--- config.mk ---
export PLATFORM = sky130hd
export DESIGN_NAME = ppc_port_power_pin_control
export DESIGN_NICKNAME = d
export VERILOG_FILES = /design/src/design/ppc_port_power_pin_control.v /design/src/design/ppc_sync.v /design/src/design/ppc_source_select.v
export VERILOG_INCLUDE_DIRS = /design/src /design/src/design
export SDC_FILE = /design/constraint.sdc
export NUM_CORES = 1
export LEC_CHECK = 0
export ABC_AREA = 1
export BUFFER_PORTS_ARGS = -buffer_cell sky130_fd_sc_hd__buf_2
export CAP_MARGIN = 15
export CORE_MARGIN = 4
export CORE_UTILIZATION = 44
export CTS_CLUSTER_DIAMETER = 120
export DETAILED_ROUTE_END_ITERATION = 10
export GPL_TIMING_DRIVEN = 0
export PLACE_DENSITY = 0.88
export SYNTH_ARGS = -nofsm -noshare
export SYNTH_HDL_FRONTEND = slang
export SYNTH_SLANG_ARGS = --single-unit
--- constraint.sdc ---
create_clock -name pclk -period 1.11 [get_ports pclk]
set_clock_uncertainty 0.15 [all_clocks]
set_input_delay 0.0555 -clock pclk [delete_from_list [all_inputs] [get_ports pclk]]
set_output_delay 0.0555 -clock pclk [all_outputs]
set_load 0.1 [all_outputs]
--- src/design/ppc_port_power_regs.vh ---
/*
 Register indices, field positions, reset values and power source
 codes of the port power pin control block.
 Assumes it is included by its bare name from the design files.
*/
`ifndef PPC_PORT_POWER_REGS_VH
`define PPC_PORT_POWER_REGS_VH

// ==========================================
// Register indices; byte address is four times the index
`define PPC_IDX_DIR 14'h0932
`define PPC_IDX_OUT 14'h0936
`define PPC_IDX_IN 14'h093a
`define PPC_IDX_PU 14'h093e
`define PPC_IDX_SEL1 14'h3c00
`define PPC_IDX_SEL2 14'h3c04
`define PPC_IDX_STAT 14'h3c40

// ==========================================
// Field positions
`define PPC_PIN_HI 7
`define PPC_PIN_LO 1
`define PPC_SEL_SHARED 7
`define PPC_SEL_RSVD 6
`define PPC_SEL_DISABLE 5
`define PPC_SEL_FIXED 4
`define PPC_SEL_CODE_HI 3
`define PPC_SEL_CODE_LO 0
`define PPC_STAT_ON_LO 1
`define PPC_STAT_OC_LO 5

// ==========================================
// Writable masks of the byte-wide registers
`define PPC_PIN_MASK 8'hfe
`define PPC_SEL_MASK 8'hbf

// ==========================================
// Reset values
`define PPC_RST_DIR 8'h00
`define PPC_RST_OUT 8'h00
`define PPC_RST_PU 8'h00
`define PPC_RST_SEL 8'h00

// ==========================================
// Power source codes
`define PPC_SRC_OFF 4'h0
`define PPC_SRC_USB2 4'h1
`define PPC_SRC_USB3 4'h2
`define PPC_SRC_EITHER 4'h3
`define PPC_SRC_GPIO 4'h4

`endif

--- src/design/ppc_port_power_pin_control.v ---
/*
 Port power pin control: APB slave with direction, output, input and
 pull-up registers for port power pins 7 to 1, and power select
 registers for ports 1 and 2.
 Assumes an APB master on pclk, pins asynchronous to pclk, and power
 requests from hub logic on pclk.
*/
// Register access over APB was decided locally.
`timescale 1ns/100ps
`include "ppc_port_power_regs.vh"
module ppc_port_power_pin_control #(
	parameter ADDR_W = 16,
	parameter NUM_PINS = 7
) (
	input wire pclk,
	input wire presetn,
	input wire psel,
	input wire penable,
	input wire pwrite,
	input wire [ADDR_W-1:0] paddr,
	input wire [31:0] pwdata,
	input wire [3:0] pstrb,
	output wire [31:0] prdata,
	output wire pready,
	output wire pslverr,
	input wire [NUM_PINS:1] port_power_pin_in,
	output wire [NUM_PINS:1] port_power_pin_out,
	output wire [NUM_PINS:1] port_power_pin_oe,
	output wire [NUM_PINS:1] power_pin_pullup_bits,
	input wire [2:1] overcurrent_sense_n,
	input wire [2:1] usb2_port_power,
	input wire [2:1] usb3_port_power,
	input wire [2:1] gpio_port_power,
	output wire [2:1] port_power_on,
	output wire [2:1] port_disabled,
	output wire [2:1] port_fixed_attach,
	output wire [2:1] port_shared_pin,
	output wire [2:1] port_overcurrent
);

	// ==========================================
	// Byte addresses from register indices
	localparam [ADDR_W-1:0] ADDR_DIR = {`PPC_IDX_DIR, 2'b00};
	localparam [ADDR_W-1:0] ADDR_OUT = {`PPC_IDX_OUT, 2'b00};
	localparam [ADDR_W-1:0] ADDR_IN = {`PPC_IDX_IN, 2'b00};
	localparam [ADDR_W-1:0] ADDR_PU = {`PPC_IDX_PU, 2'b00};
	localparam [ADDR_W-1:0] ADDR_SEL1 = {`PPC_IDX_SEL1, 2'b00};
	localparam [ADDR_W-1:0] ADDR_SEL2 = {`PPC_IDX_SEL2, 2'b00};
	localparam [ADDR_W-1:0] ADDR_STAT = {`PPC_IDX_STAT, 2'b00};

	// ==========================================
	// Register storage
	reg [7:0] power_pin_direction_reg;
	reg [7:0] power_pin_out_reg;
	reg [7:0] power_pin_pullup_reg;
	reg [7:0] port1_source_select_reg;
	reg [7:0] port2_source_select_reg;
	reg [31:0] prdata_reg;
	reg [31:0] prdata_next;
	reg hit_next;

	wire [NUM_PINS:1] pin_sampled;
	wire [2:1] sense_sampled_n;
	wire [7:0] power_pin_in_reg;
	wire [7:0] status_byte;
	wire setup_phase;
	wire access_phase;
	wire write_strobe;
	wire [7:0] wbyte;

	// ==========================================
	// Pin and sense synchronisers
	// Pins are asynchronous; two stages keep metastability out
	ppc_sync #(
		.WIDTH(NUM_PINS)
	) u_pin_sync (
		.pclk(pclk),
		.presetn(presetn),
		.async_in(port_power_pin_in),
		.sync_out(pin_sampled)
	);

	ppc_sync #(
		.WIDTH(2)
	) u_sense_sync (
		.pclk(pclk),
		.presetn(presetn),
		.async_in(overcurrent_sense_n),
		.sync_out(sense_sampled_n)
	);

	// ==========================================
	// APB phase decode
	assign setup_phase = psel & ~penable;
	assign access_phase = psel & penable;
	// Zero wait states: read data is latched in setup
	assign pready = 1'b1;

	// Only the low byte holds data; lane 0 strobe gates writes
	assign write_strobe = access_phase & pwrite & pstrb[0];
	assign wbyte = pwdata[7:0];

	// ==========================================
	// Register decode and read mux, evaluated in setup
	always @* begin
		prdata_next = 32'h0000_0000;
		hit_next = 1'b1;
		if (paddr == ADDR_DIR) begin
			prdata_next[7:0] = power_pin_direction_reg;
		end else if (paddr == ADDR_OUT) begin
			prdata_next[7:0] = power_pin_out_reg;
		end else if (paddr == ADDR_IN) begin
			prdata_next[7:0] = power_pin_in_reg;
		end else if (paddr == ADDR_PU) begin
			prdata_next[7:0] = power_pin_pullup_reg;
		end else if (paddr == ADDR_SEL1) begin
			prdata_next[7:0] = port1_source_select_reg;
		end else if (paddr == ADDR_SEL2) begin
			prdata_next[7:0] = port2_source_select_reg;
		end else if (paddr == ADDR_STAT) begin
			prdata_next[7:0] = status_byte;
		end else begin
			hit_next = 1'b0;
		end
	end

	// Unmapped address: error in access, reads return zero
	reg hit_reg;
	assign pslverr = access_phase & ~hit_reg;

	// Read data and decode hit captured at setup edge
	always @(posedge pclk or negedge presetn) begin
		if (!presetn) begin
			prdata_reg <= 32'h0000_0000;
			hit_reg <= 1'b0;
		end else if (setup_phase) begin
			prdata_reg <= pwrite ? 32'h0000_0000 : prdata_next;
			hit_reg <= hit_next;
		end
	end

	assign prdata = prdata_reg;

	// ==========================================
	// Register writes
	// Bit 0 and select bit 6 are masked so they read as zero
	always @(posedge pclk or negedge presetn) begin
		if (!presetn) begin
			power_pin_direction_reg <= `PPC_RST_DIR;
			power_pin_out_reg <= `PPC_RST_OUT;
			power_pin_pullup_reg <= `PPC_RST_PU;
			port1_source_select_reg <= `PPC_RST_SEL;
			port2_source_select_reg <= `PPC_RST_SEL;
		end else if (write_strobe) begin
			if (paddr == ADDR_DIR) begin
				power_pin_direction_reg <= wbyte & `PPC_PIN_MASK;
			end else if (paddr == ADDR_OUT) begin
				power_pin_out_reg <= wbyte & `PPC_PIN_MASK;
			end else if (paddr == ADDR_PU) begin
				power_pin_pullup_reg <= wbyte & `PPC_PIN_MASK;
			end else if (paddr == ADDR_SEL1) begin
				port1_source_select_reg <= wbyte & `PPC_SEL_MASK;
			end else if (paddr == ADDR_SEL2) begin
				port2_source_select_reg <= wbyte & `PPC_SEL_MASK;
			end
		end
	end

	// ==========================================
	// Per pin drive, enable, pull-up and sampling
	genvar gi;
	generate
		for (gi = 1; gi <= NUM_PINS; gi = gi + 1) begin : g_pin
			// Bit position matches pin number
			assign port_power_pin_out[gi] = power_pin_out_reg[gi];
			// Direction one drives, zero leaves the pin an input
			assign port_power_pin_oe[gi] = power_pin_direction_reg[gi];
			assign power_pin_pullup_bits[gi] = power_pin_pullup_reg[gi];
			assign power_pin_in_reg[gi] = pin_sampled[gi];
		end
	endgenerate

	// Bit 0 of the input register is not a pin
	assign power_pin_in_reg[0] = 1'b0;

	// ==========================================
	// Power select decode for ports 1 and 2
	// Settings are assumed static once configured
	ppc_source_select u_port1_select (
		.select_byte(port1_source_select_reg),
		.usb2_power_on(usb2_port_power[1]),
		.usb3_power_on(usb3_port_power[1]),
		.gpio_power_on(gpio_port_power[1]),
		.shared_sense_n(pin_sampled[1]),
		.own_sense_n(sense_sampled_n[1]),
		.power_on(port_power_on[1]),
		.disabled(port_disabled[1]),
		.fixed_attach_flag(port_fixed_attach[1]),
		.shared_pin(port_shared_pin[1]),
		.overcurrent(port_overcurrent[1])
	);

	ppc_source_select u_port2_select (
		.select_byte(port2_source_select_reg),
		.usb2_power_on(usb2_port_power[2]),
		.usb3_power_on(usb3_port_power[2]),
		.gpio_power_on(gpio_port_power[2]),
		.shared_sense_n(pin_sampled[2]),
		.own_sense_n(sense_sampled_n[2]),
		.power_on(port_power_on[2]),
		.disabled(port_disabled[2]),
		.fixed_attach_flag(port_fixed_attach[2]),
		.shared_pin(port_shared_pin[2]),
		.overcurrent(port_overcurrent[2])
	);

	// ==========================================
	// Status byte: power state and over-current per port
	// Lets software see the decoded result, not just settings
	assign status_byte = {1'b0, port_overcurrent, 2'b00, port_power_on, 1'b0};

endmodule

--- src/design/ppc_sync.v ---
/*
 Two flip-flop level synchroniser, width set by a parameter.
 Assumes the inputs are asynchronous levels from pins.
*/
`timescale 1ns/100ps
module ppc_sync #(
	parameter WIDTH = 7
) (
	input wire pclk,
	input wire presetn,
	input wire [WIDTH-1:0] async_in,
	output wire [WIDTH-1:0] sync_out
);
	reg [WIDTH-1:0] meta_reg;
	reg [WIDTH-1:0] stable_reg;

	// First stage feeds the second stage only
	always @(posedge pclk or negedge presetn) begin
		if (!presetn) begin
			meta_reg <= {WIDTH{1'b0}};
			stable_reg <= {WIDTH{1'b0}};
		end else begin
			meta_reg <= async_in;
			stable_reg <= meta_reg;
		end
	end

	assign sync_out = stable_reg;
endmodule

--- src/design/ppc_source_select.v ---
/*
 Decode of one port power select byte into the port's power state,
 disable, fixed attach, shared pin and over-current flags.
 Assumes all inputs are already on the pclk domain.
*/
`timescale 1ns/100ps
`include "ppc_port_power_regs.vh"
module ppc_source_select (
	input wire [7:0] select_byte,
	input wire usb2_power_on,
	input wire usb3_power_on,
	input wire gpio_power_on,
	input wire shared_sense_n,
	input wire own_sense_n,
	output reg power_on,
	output wire disabled,
	output wire fixed_attach_flag,
	output wire shared_pin,
	output wire overcurrent
);
	wire [3:0] power_source_code;

	assign power_source_code = select_byte[`PPC_SEL_CODE_HI:`PPC_SEL_CODE_LO];
	assign disabled = select_byte[`PPC_SEL_DISABLE];
	assign fixed_attach_flag = select_byte[`PPC_SEL_FIXED];
	assign shared_pin = select_byte[`PPC_SEL_SHARED];

	// Sense taken from the power pin itself in shared mode
	assign overcurrent = shared_pin ? ~shared_sense_n : ~own_sense_n;

	// Source decode; a disabled port never gets power
	always @* begin
		power_on = 1'b0;
		if (!disabled) begin
			case (power_source_code)
				`PPC_SRC_OFF: power_on = 1'b0;
				`PPC_SRC_USB2: power_on = usb2_power_on;
				`PPC_SRC_USB3: power_on = usb3_power_on;
				`PPC_SRC_EITHER: power_on = usb2_power_on | usb3_power_on;
				`PPC_SRC_GPIO: power_on = gpio_power_on;
				// Reserved codes fail safe to off
				default: power_on = 1'b0;
			endcase
		end
	end
endmodule

Yosys cells after proc, flatten, opt, wreduce, memory -nomap -nowiden
Index checks and enable logic that the tools add are counted.
Widths: inputs -> output; s select.
Cells by class
  reductions and logical operators: 5
  muxes and demuxes: 21
  equality and inequality tests: 15
  bitwise logic cells: 17
Operator list (count)
  $eq 16x14->1 const B: 4
  $mux 8: 7
  $eq 16x16->1 const B: 3
  $eq 4x2->1 const B: 4
  $mux 1: 11
  $not 1->1: 10
  $eq 4x1->1 const B: 2
  $eq 4x3->1 const B: 2
  $pmux 1 s4: 2
  $mux 7: 1
  $reduce_and 6->1: 1
  $and 1x1->1: 5
  $reduce_and 5->1: 1
  $reduce_and 4->1: 1
  $reduce_and 3->1: 1
  $or 1x1->1: 2
  $reduce_and 2->1: 1
Word-level totals
  logic and storage cells: 69
  register bits: 86
  input port bits: 72
  output and inout bits: 65

Depth between registers and ports, before layout
  word-level depth: 11
  mapped depth: 13
  depth with buffers taken out: 13

Cells and area by module
From an unflattened synthesis, not the netlist that was laid out.
Unflattened totals
  cell total of the unflattened synthesis: 411
  area total of the unflattened synthesis: 3324.4 um^2
By module, submodules not included
  ppc_port_power_pin_control: area each 2716.4 um^2, sequential area each 1101.1 um^2, times used 1, cells each 365
  ppc_sync at u_pin_sync: area each 350.3 um^2, sequential area each 350.3 um^2, times used 1, cells each 14
  ppc_source_select: area each 78.8 um^2, sequential area each 0.0 um^2, times used 2, cells each 14
  ppc_sync at u_sense_sync: area each 100.1 um^2, sequential area each 100.1 um^2, times used 1, cells each 4

Least setup slack after synthesis
No wires, ideal clock.
  path type: reg2out
  start point: reg hit_reg
  end point: out pslverr
  required time: 905 ps
  data arrival time: 2433 ps
  path buffers: 0
  slack: -1529 ps
  cell stages (with the launch flop): 2
  path through: dfrtp_1 nor3_1
On the way
  word-level cells in the longest chain between the ends: 2
RTL lines
  start: declaration: RTL line ppc_port_power_pin_control.v:128  | reg hit_reg;
  start signal: assignment: RTL line ppc_port_power_pin_control.v:138  | hit_reg <= hit_next;
  $not 1->1: RTL line ppc_port_power_pin_control.v:129  | assign pslverr = access_phase & ~hit_reg;
  $and 1x1->1: RTL line ppc_port_power_pin_control.v:129
  end: declaration: RTL line ppc_port_power_pin_control.v:25  | output wire pslverr,
Every way passes these cells.

Final worst setup path
  start point: reg port1_source_select_reg[2]
  end point: reg prdata_reg[1], in the netlist prdata[1]
On the way
  word-level cells in the longest chain between the ends: 11
  elaborated cells on any way between the ends: 14
  classes of those cells: 4 x eq/ne; 10 x mux
RTL lines
  start: declaration: RTL line ppc_port_power_pin_control.v:56  | reg [7:0] port1_source_select_reg;
  start signal: assignment: RTL line ppc_port_power_pin_control.v:152  | port1_source_select_reg <= `PPC_RST_SEL;
  start signal: assignment: RTL line ppc_port_power_pin_control.v:162  | port1_source_select_reg <= wbyte & `PPC_SEL_MASK;
  $eq 4x3->1 (tied with other cells): RTL line ppc_source_select.v:35  | case (power_source_code)
  $pmux 1 s4 (*): RTL line ppc_source_select.v:35
  $mux 1 (*): RTL line ppc_source_select.v:34  | if (!disabled) begin
  net u_port1_select.power_on: RTL line ppc_source_select.v:15  | output reg power_on,
  $mux 7 (*): RTL line ppc_port_power_pin_control.v:120  | end else if (paddr == ADDR_STAT) begin
  $mux 8 (*): RTL line ppc_port_power_pin_control.v:118  | end else if (paddr == ADDR_SEL2) begin
  $mux 8 (*): RTL line ppc_port_power_pin_control.v:116  | end else if (paddr == ADDR_SEL1) begin
  $mux 8 (*): RTL line ppc_port_power_pin_control.v:114  | end else if (paddr == ADDR_PU) begin
  $mux 8 (*): RTL line ppc_port_power_pin_control.v:112  | end else if (paddr == ADDR_IN) begin
  $mux 8 (*): RTL line ppc_port_power_pin_control.v:110  | end else if (paddr == ADDR_OUT) begin
  $mux 8 (*): RTL line ppc_port_power_pin_control.v:108  | if (paddr == ADDR_DIR) begin
  $mux 8 (*): RTL line ppc_port_power_pin_control.v:137  | prdata_reg <= pwrite ? 32'h0000_0000 : prdata_next;
  end signal: assignment: RTL line ppc_port_power_pin_control.v:137
  end: declaration: RTL line ppc_port_power_pin_control.v:58  | reg [31:0] prdata_reg;
Mark *: on every way through the listed nets, which the timed path passes. The rest lies on a longest branch.
A chain may end at the register's enable or synchronous reset.

==> results.py <==
metrics = {
    "routing": {
        "drt_iter0_drc": 543,
        "dr_wl_met2_um": 7595,
        "top_layer": "met4",
        "drc": 0,
        "firstDrtPassIters": 5,
        "met3_length_um": 1527,
        "met1_length_um": 5523,
        "routed_wl_um": 15840,
        "via_per_inst": 5.573,
        "via_count": 4152,
        "ant_nets": 0,
        "wl_per_cell_um": 21.26,
    },
    "floorplan": {
        "die_w_um": 95.56,
        "row_count": 31,
        "fp.dieH_um": 95.56,
        "dieArea_mm2": 0.009132,
        "pin_count": 137,
        "coreArea_mm2": 0.007370,
        "start_util_pct": 45.77,
    },
    "worst_setup_path": {
        "crit_path_end_kind": "flop",
        "rrSetupSlack_ns": -0.66,
        "cp-start-kind": "flop",
        "r2r_cells": 12,
        "timing.rr.end": "prdata[1]",
        "rr_startpoint": "port1_source_select_reg[2]",
        "worstPathArrival_ns": 1.87,
        "worst-path-max-fanout": 3,
        "criticalPathCategory": "flop to flop",
        "required_ns": 1.20,
    },
    "cells_and_area": {
        "layout.nets": 713,
        "drive_gt1_share_pct": 59.75,
        "largest_reg_flops": 8,
        "n_antenna_cell": 0,
        "syn_to_final_growth_pct": 93.21,
        "fin_util_pct": 88.44,
        "n_fill_cell": 313,
        "instances_no_fill": 745,
    },
    "sta": {
        "slew_viol_final": 0,
        "min_period_ns": 1.775,
        "final-setup-viol-count": 84,
        "final-hold-violation-count": 0,
        "worst_hold_slack_ns": 0.001324,
        "fmax_mhz": 563.4,
        "rsz0062_at_grt": "true",
        "postLayoutSetupSlackWorst_ns": -0.6650,
        "fin_crit_sh_pct": 159.9,
    },
    "placement": {
        "numPortBuffers": 84,
        "gp_congestion": 0.9281,
        "hpwl_um": 6762,
        "place_inst": 633,
    },
    "synth": {
        "async_flop_share_pct": 100.0,
        "yosys.cell_count.top_type": "nand2_1",
        "yosys_warnings": 0,
        "synthFlopType": "dfrtp_1",
        "ys_types": 33,
        "ys_seq_elements": 62,
        "yosysTopAreaCellShare_pct": 45.99,
        "synth_edf_count": 0,
        "synth.cell_area_mm2": 0.003373,
        "ys_seq_area_share_pct": 45.99,
        "syn_area_per_cell_um2": 7.918,
        "synthesis.instances": 426,
        "synthTopCellsByArea": "dfrtp_1, nand2_1, buf_4",
        "yosys.area.top_type": "dfrtp_1",
        "synthTopCellsByCount": "nand2_1, dfrtp_1, inv_1",
    },
    "clock_tree": {
        "clockBufferDepth": 2,
        "insertion_delay_ns": 0.36,
        "cts-buffers-inserted": 9,
        "path_clk_slew_ns": 0.07,
        "root_buffer": "clkbuf_8",
        "htreeDepth": 3,
        "cts.sinks": 62,
        "cts_tree": "done",
    },
    "global_routing": {
        "grt_pass1_wl_um": 19750,
        "grt-ovfl-total": 0,
        "grt_max_degree": 44,
        "antenna_found_initial": 0,
        "grt_usage_pct": 28.66,
        "grt_pass1_vias": 3906,
    },
    "power_and_ir_drop": {
        "ir_drop_mv": 1.133,
        "leakagePower_nw": 3.187,
        "total_power_w": 0.005184,
        "p_per_area_mw_per_mm2": 795.3,
    },
    "hold_path": {
        "hold_path_depth": 5,
        "worstHoldEndpoint": "prdata[0]",
        "hp-class": "primary input to flop",
        "worstHoldStart": "penable",
    },
    "status": {
        "violations": "setup timing",
        "status": "finished, violations left",
    },
    "job": {
        "maxCapViolations": 0,
    },
}
==> per-stage QoR <==
stage	area [um^2]	setup TNS (ns)	worst slack (ns)
2_1_floorplan	3656	-6.927	-0.2504
3_3_place_gp	4200	-43.75	-0.6049
3_5_place_dp	4220	-24.70	-0.6624
4_1_cts	5927	-7.914	-0.5457
5_1_grt	6518	-17.05	-0.7127
6_report	6518	-14.26	-0.6650
==> cell usage in the layout, fill, tap and decap left out, types with 6 or more instances in the layout <==
| cell | count |
|---|---|
| nand3_2 | 6 |
| inv_2 | 11 |
| nor2_4 | 14 |
| clkbuf_8 | 11 |
| buf_6 | 45 |
| o21ai_0 | 7 |
| dfrtp_4 | 7 |
| buf_12 | 44 |
| o21ai_1 | 9 |
| nand4_1 | 10 |
| dlygate4sd3_1 | 20 |
| nand2_2 | 27 |
| buf_2 | 35 |
| nand2_4 | 23 |
| buf_4 | 72 |
| conb_1 | 25 |
| o21ai_2 | 31 |
| nor2_1 | 18 |
| inv_1 | 38 |
| nand3_1 | 10 |
| a21oi_1 | 7 |
| dfrtp_1 | 32 |
| nand2_1 | 70 |
| dfrtp_2 | 23 |
==> power by group <==
group	total (W)	internal (W)	switching, W
clock	0.00184	0.000934	0.000902
combinational	0.00103	0.000302	0.000730
sequential	0.00232	0.00230	0.0000200
total	0.00518	0.00353	0.00165
==> metal layers <==
layer / GRT usage (%) / vias to the layer above
li1: - / 1725
met1: 33.82 / 1936
met2: 48.99 / 369
met3: 5.841 / 122
met4: 14.93 / 0
met5: 0 / -
==> logic make-up after synthesis <==
logic type | Yosys count | share of synthesized area (%)
other | 2 | 0.2226
muxes | 1 | 0.2967
DFF | 62 | 45.99
buffers and inverters | 99 | 16.06
and+or+nand+nor | 200 | 27.37
AOI/OAI and AO/OA | 62 | 10.05
==> worst max-delay path by stage <==
stage                     depth (start not counted)                  startpoint  slack, ns                    endpoint
after floorplan                                   9                    paddr[1]      -0.25  port2_source_select_reg[1]
after global placement                           11                    paddr[1]      -0.60                   prdata[2]
after detailed placement                         11                    paddr[1]      -0.66                   prdata[2]
after CTS                                         7  port1_source_select_reg[0]      -0.55            port_power_on[1]
after global routing                              7  port2_source_select_reg[1]      -0.71            port_power_on[2]
final                                            12  port1_source_select_reg[2]      -0.66                   prdata[1]
==> what timing repair did <==
| item | CTS | global route |
|---|---|---|
| pin swaps | 38 | 27 |
| gates cloned | 2 | 3 |
| resized for setup | 249 | 120 |
| hold buffers | 20 | 1 |
| endpoints found under the hold margin | 110 | 1 |
| endpoints found under the setup margin | 83 | 84 |
| setup buffers | 52 | 23 |
==> area by class of cell <==
| type | count | area (um^2) | share of cell area (%) |
|---|---|---|---|
| buffer | 43 | 417.9 | 6.412 |
| clock buffer | 15 | 166.4 | 2.553 |
| clock inverter | 1 | 5.005 | 0.07679 |
| inverter | 55 | 222.7 | 3.417 |
| multi-input combinational | 288 | 1932 | 29.64 |
| sequential | 62 | 1607 | 24.65 |
| tap | 99 | 123.9 | 1.901 |
| timing repair buffer | 182 | 2043 | 31.35 |
==> worst max-delay path: stages (launching register included) <==
cell and delay (ns):
dfrtp_1 0.43, inv_2 0.10, nand2_2 0.07, a21oi_4 0.15
nor2_4 0.08, buf_4 0.13, buf_6 0.11, nand2_2 0.05
nand4_1 0.09, nand2_1 0.10, nand2_1 0.07, nand2_1 0.06
nand2_1 0.06
Note: power is estimated with default switching activity, not from simulation.
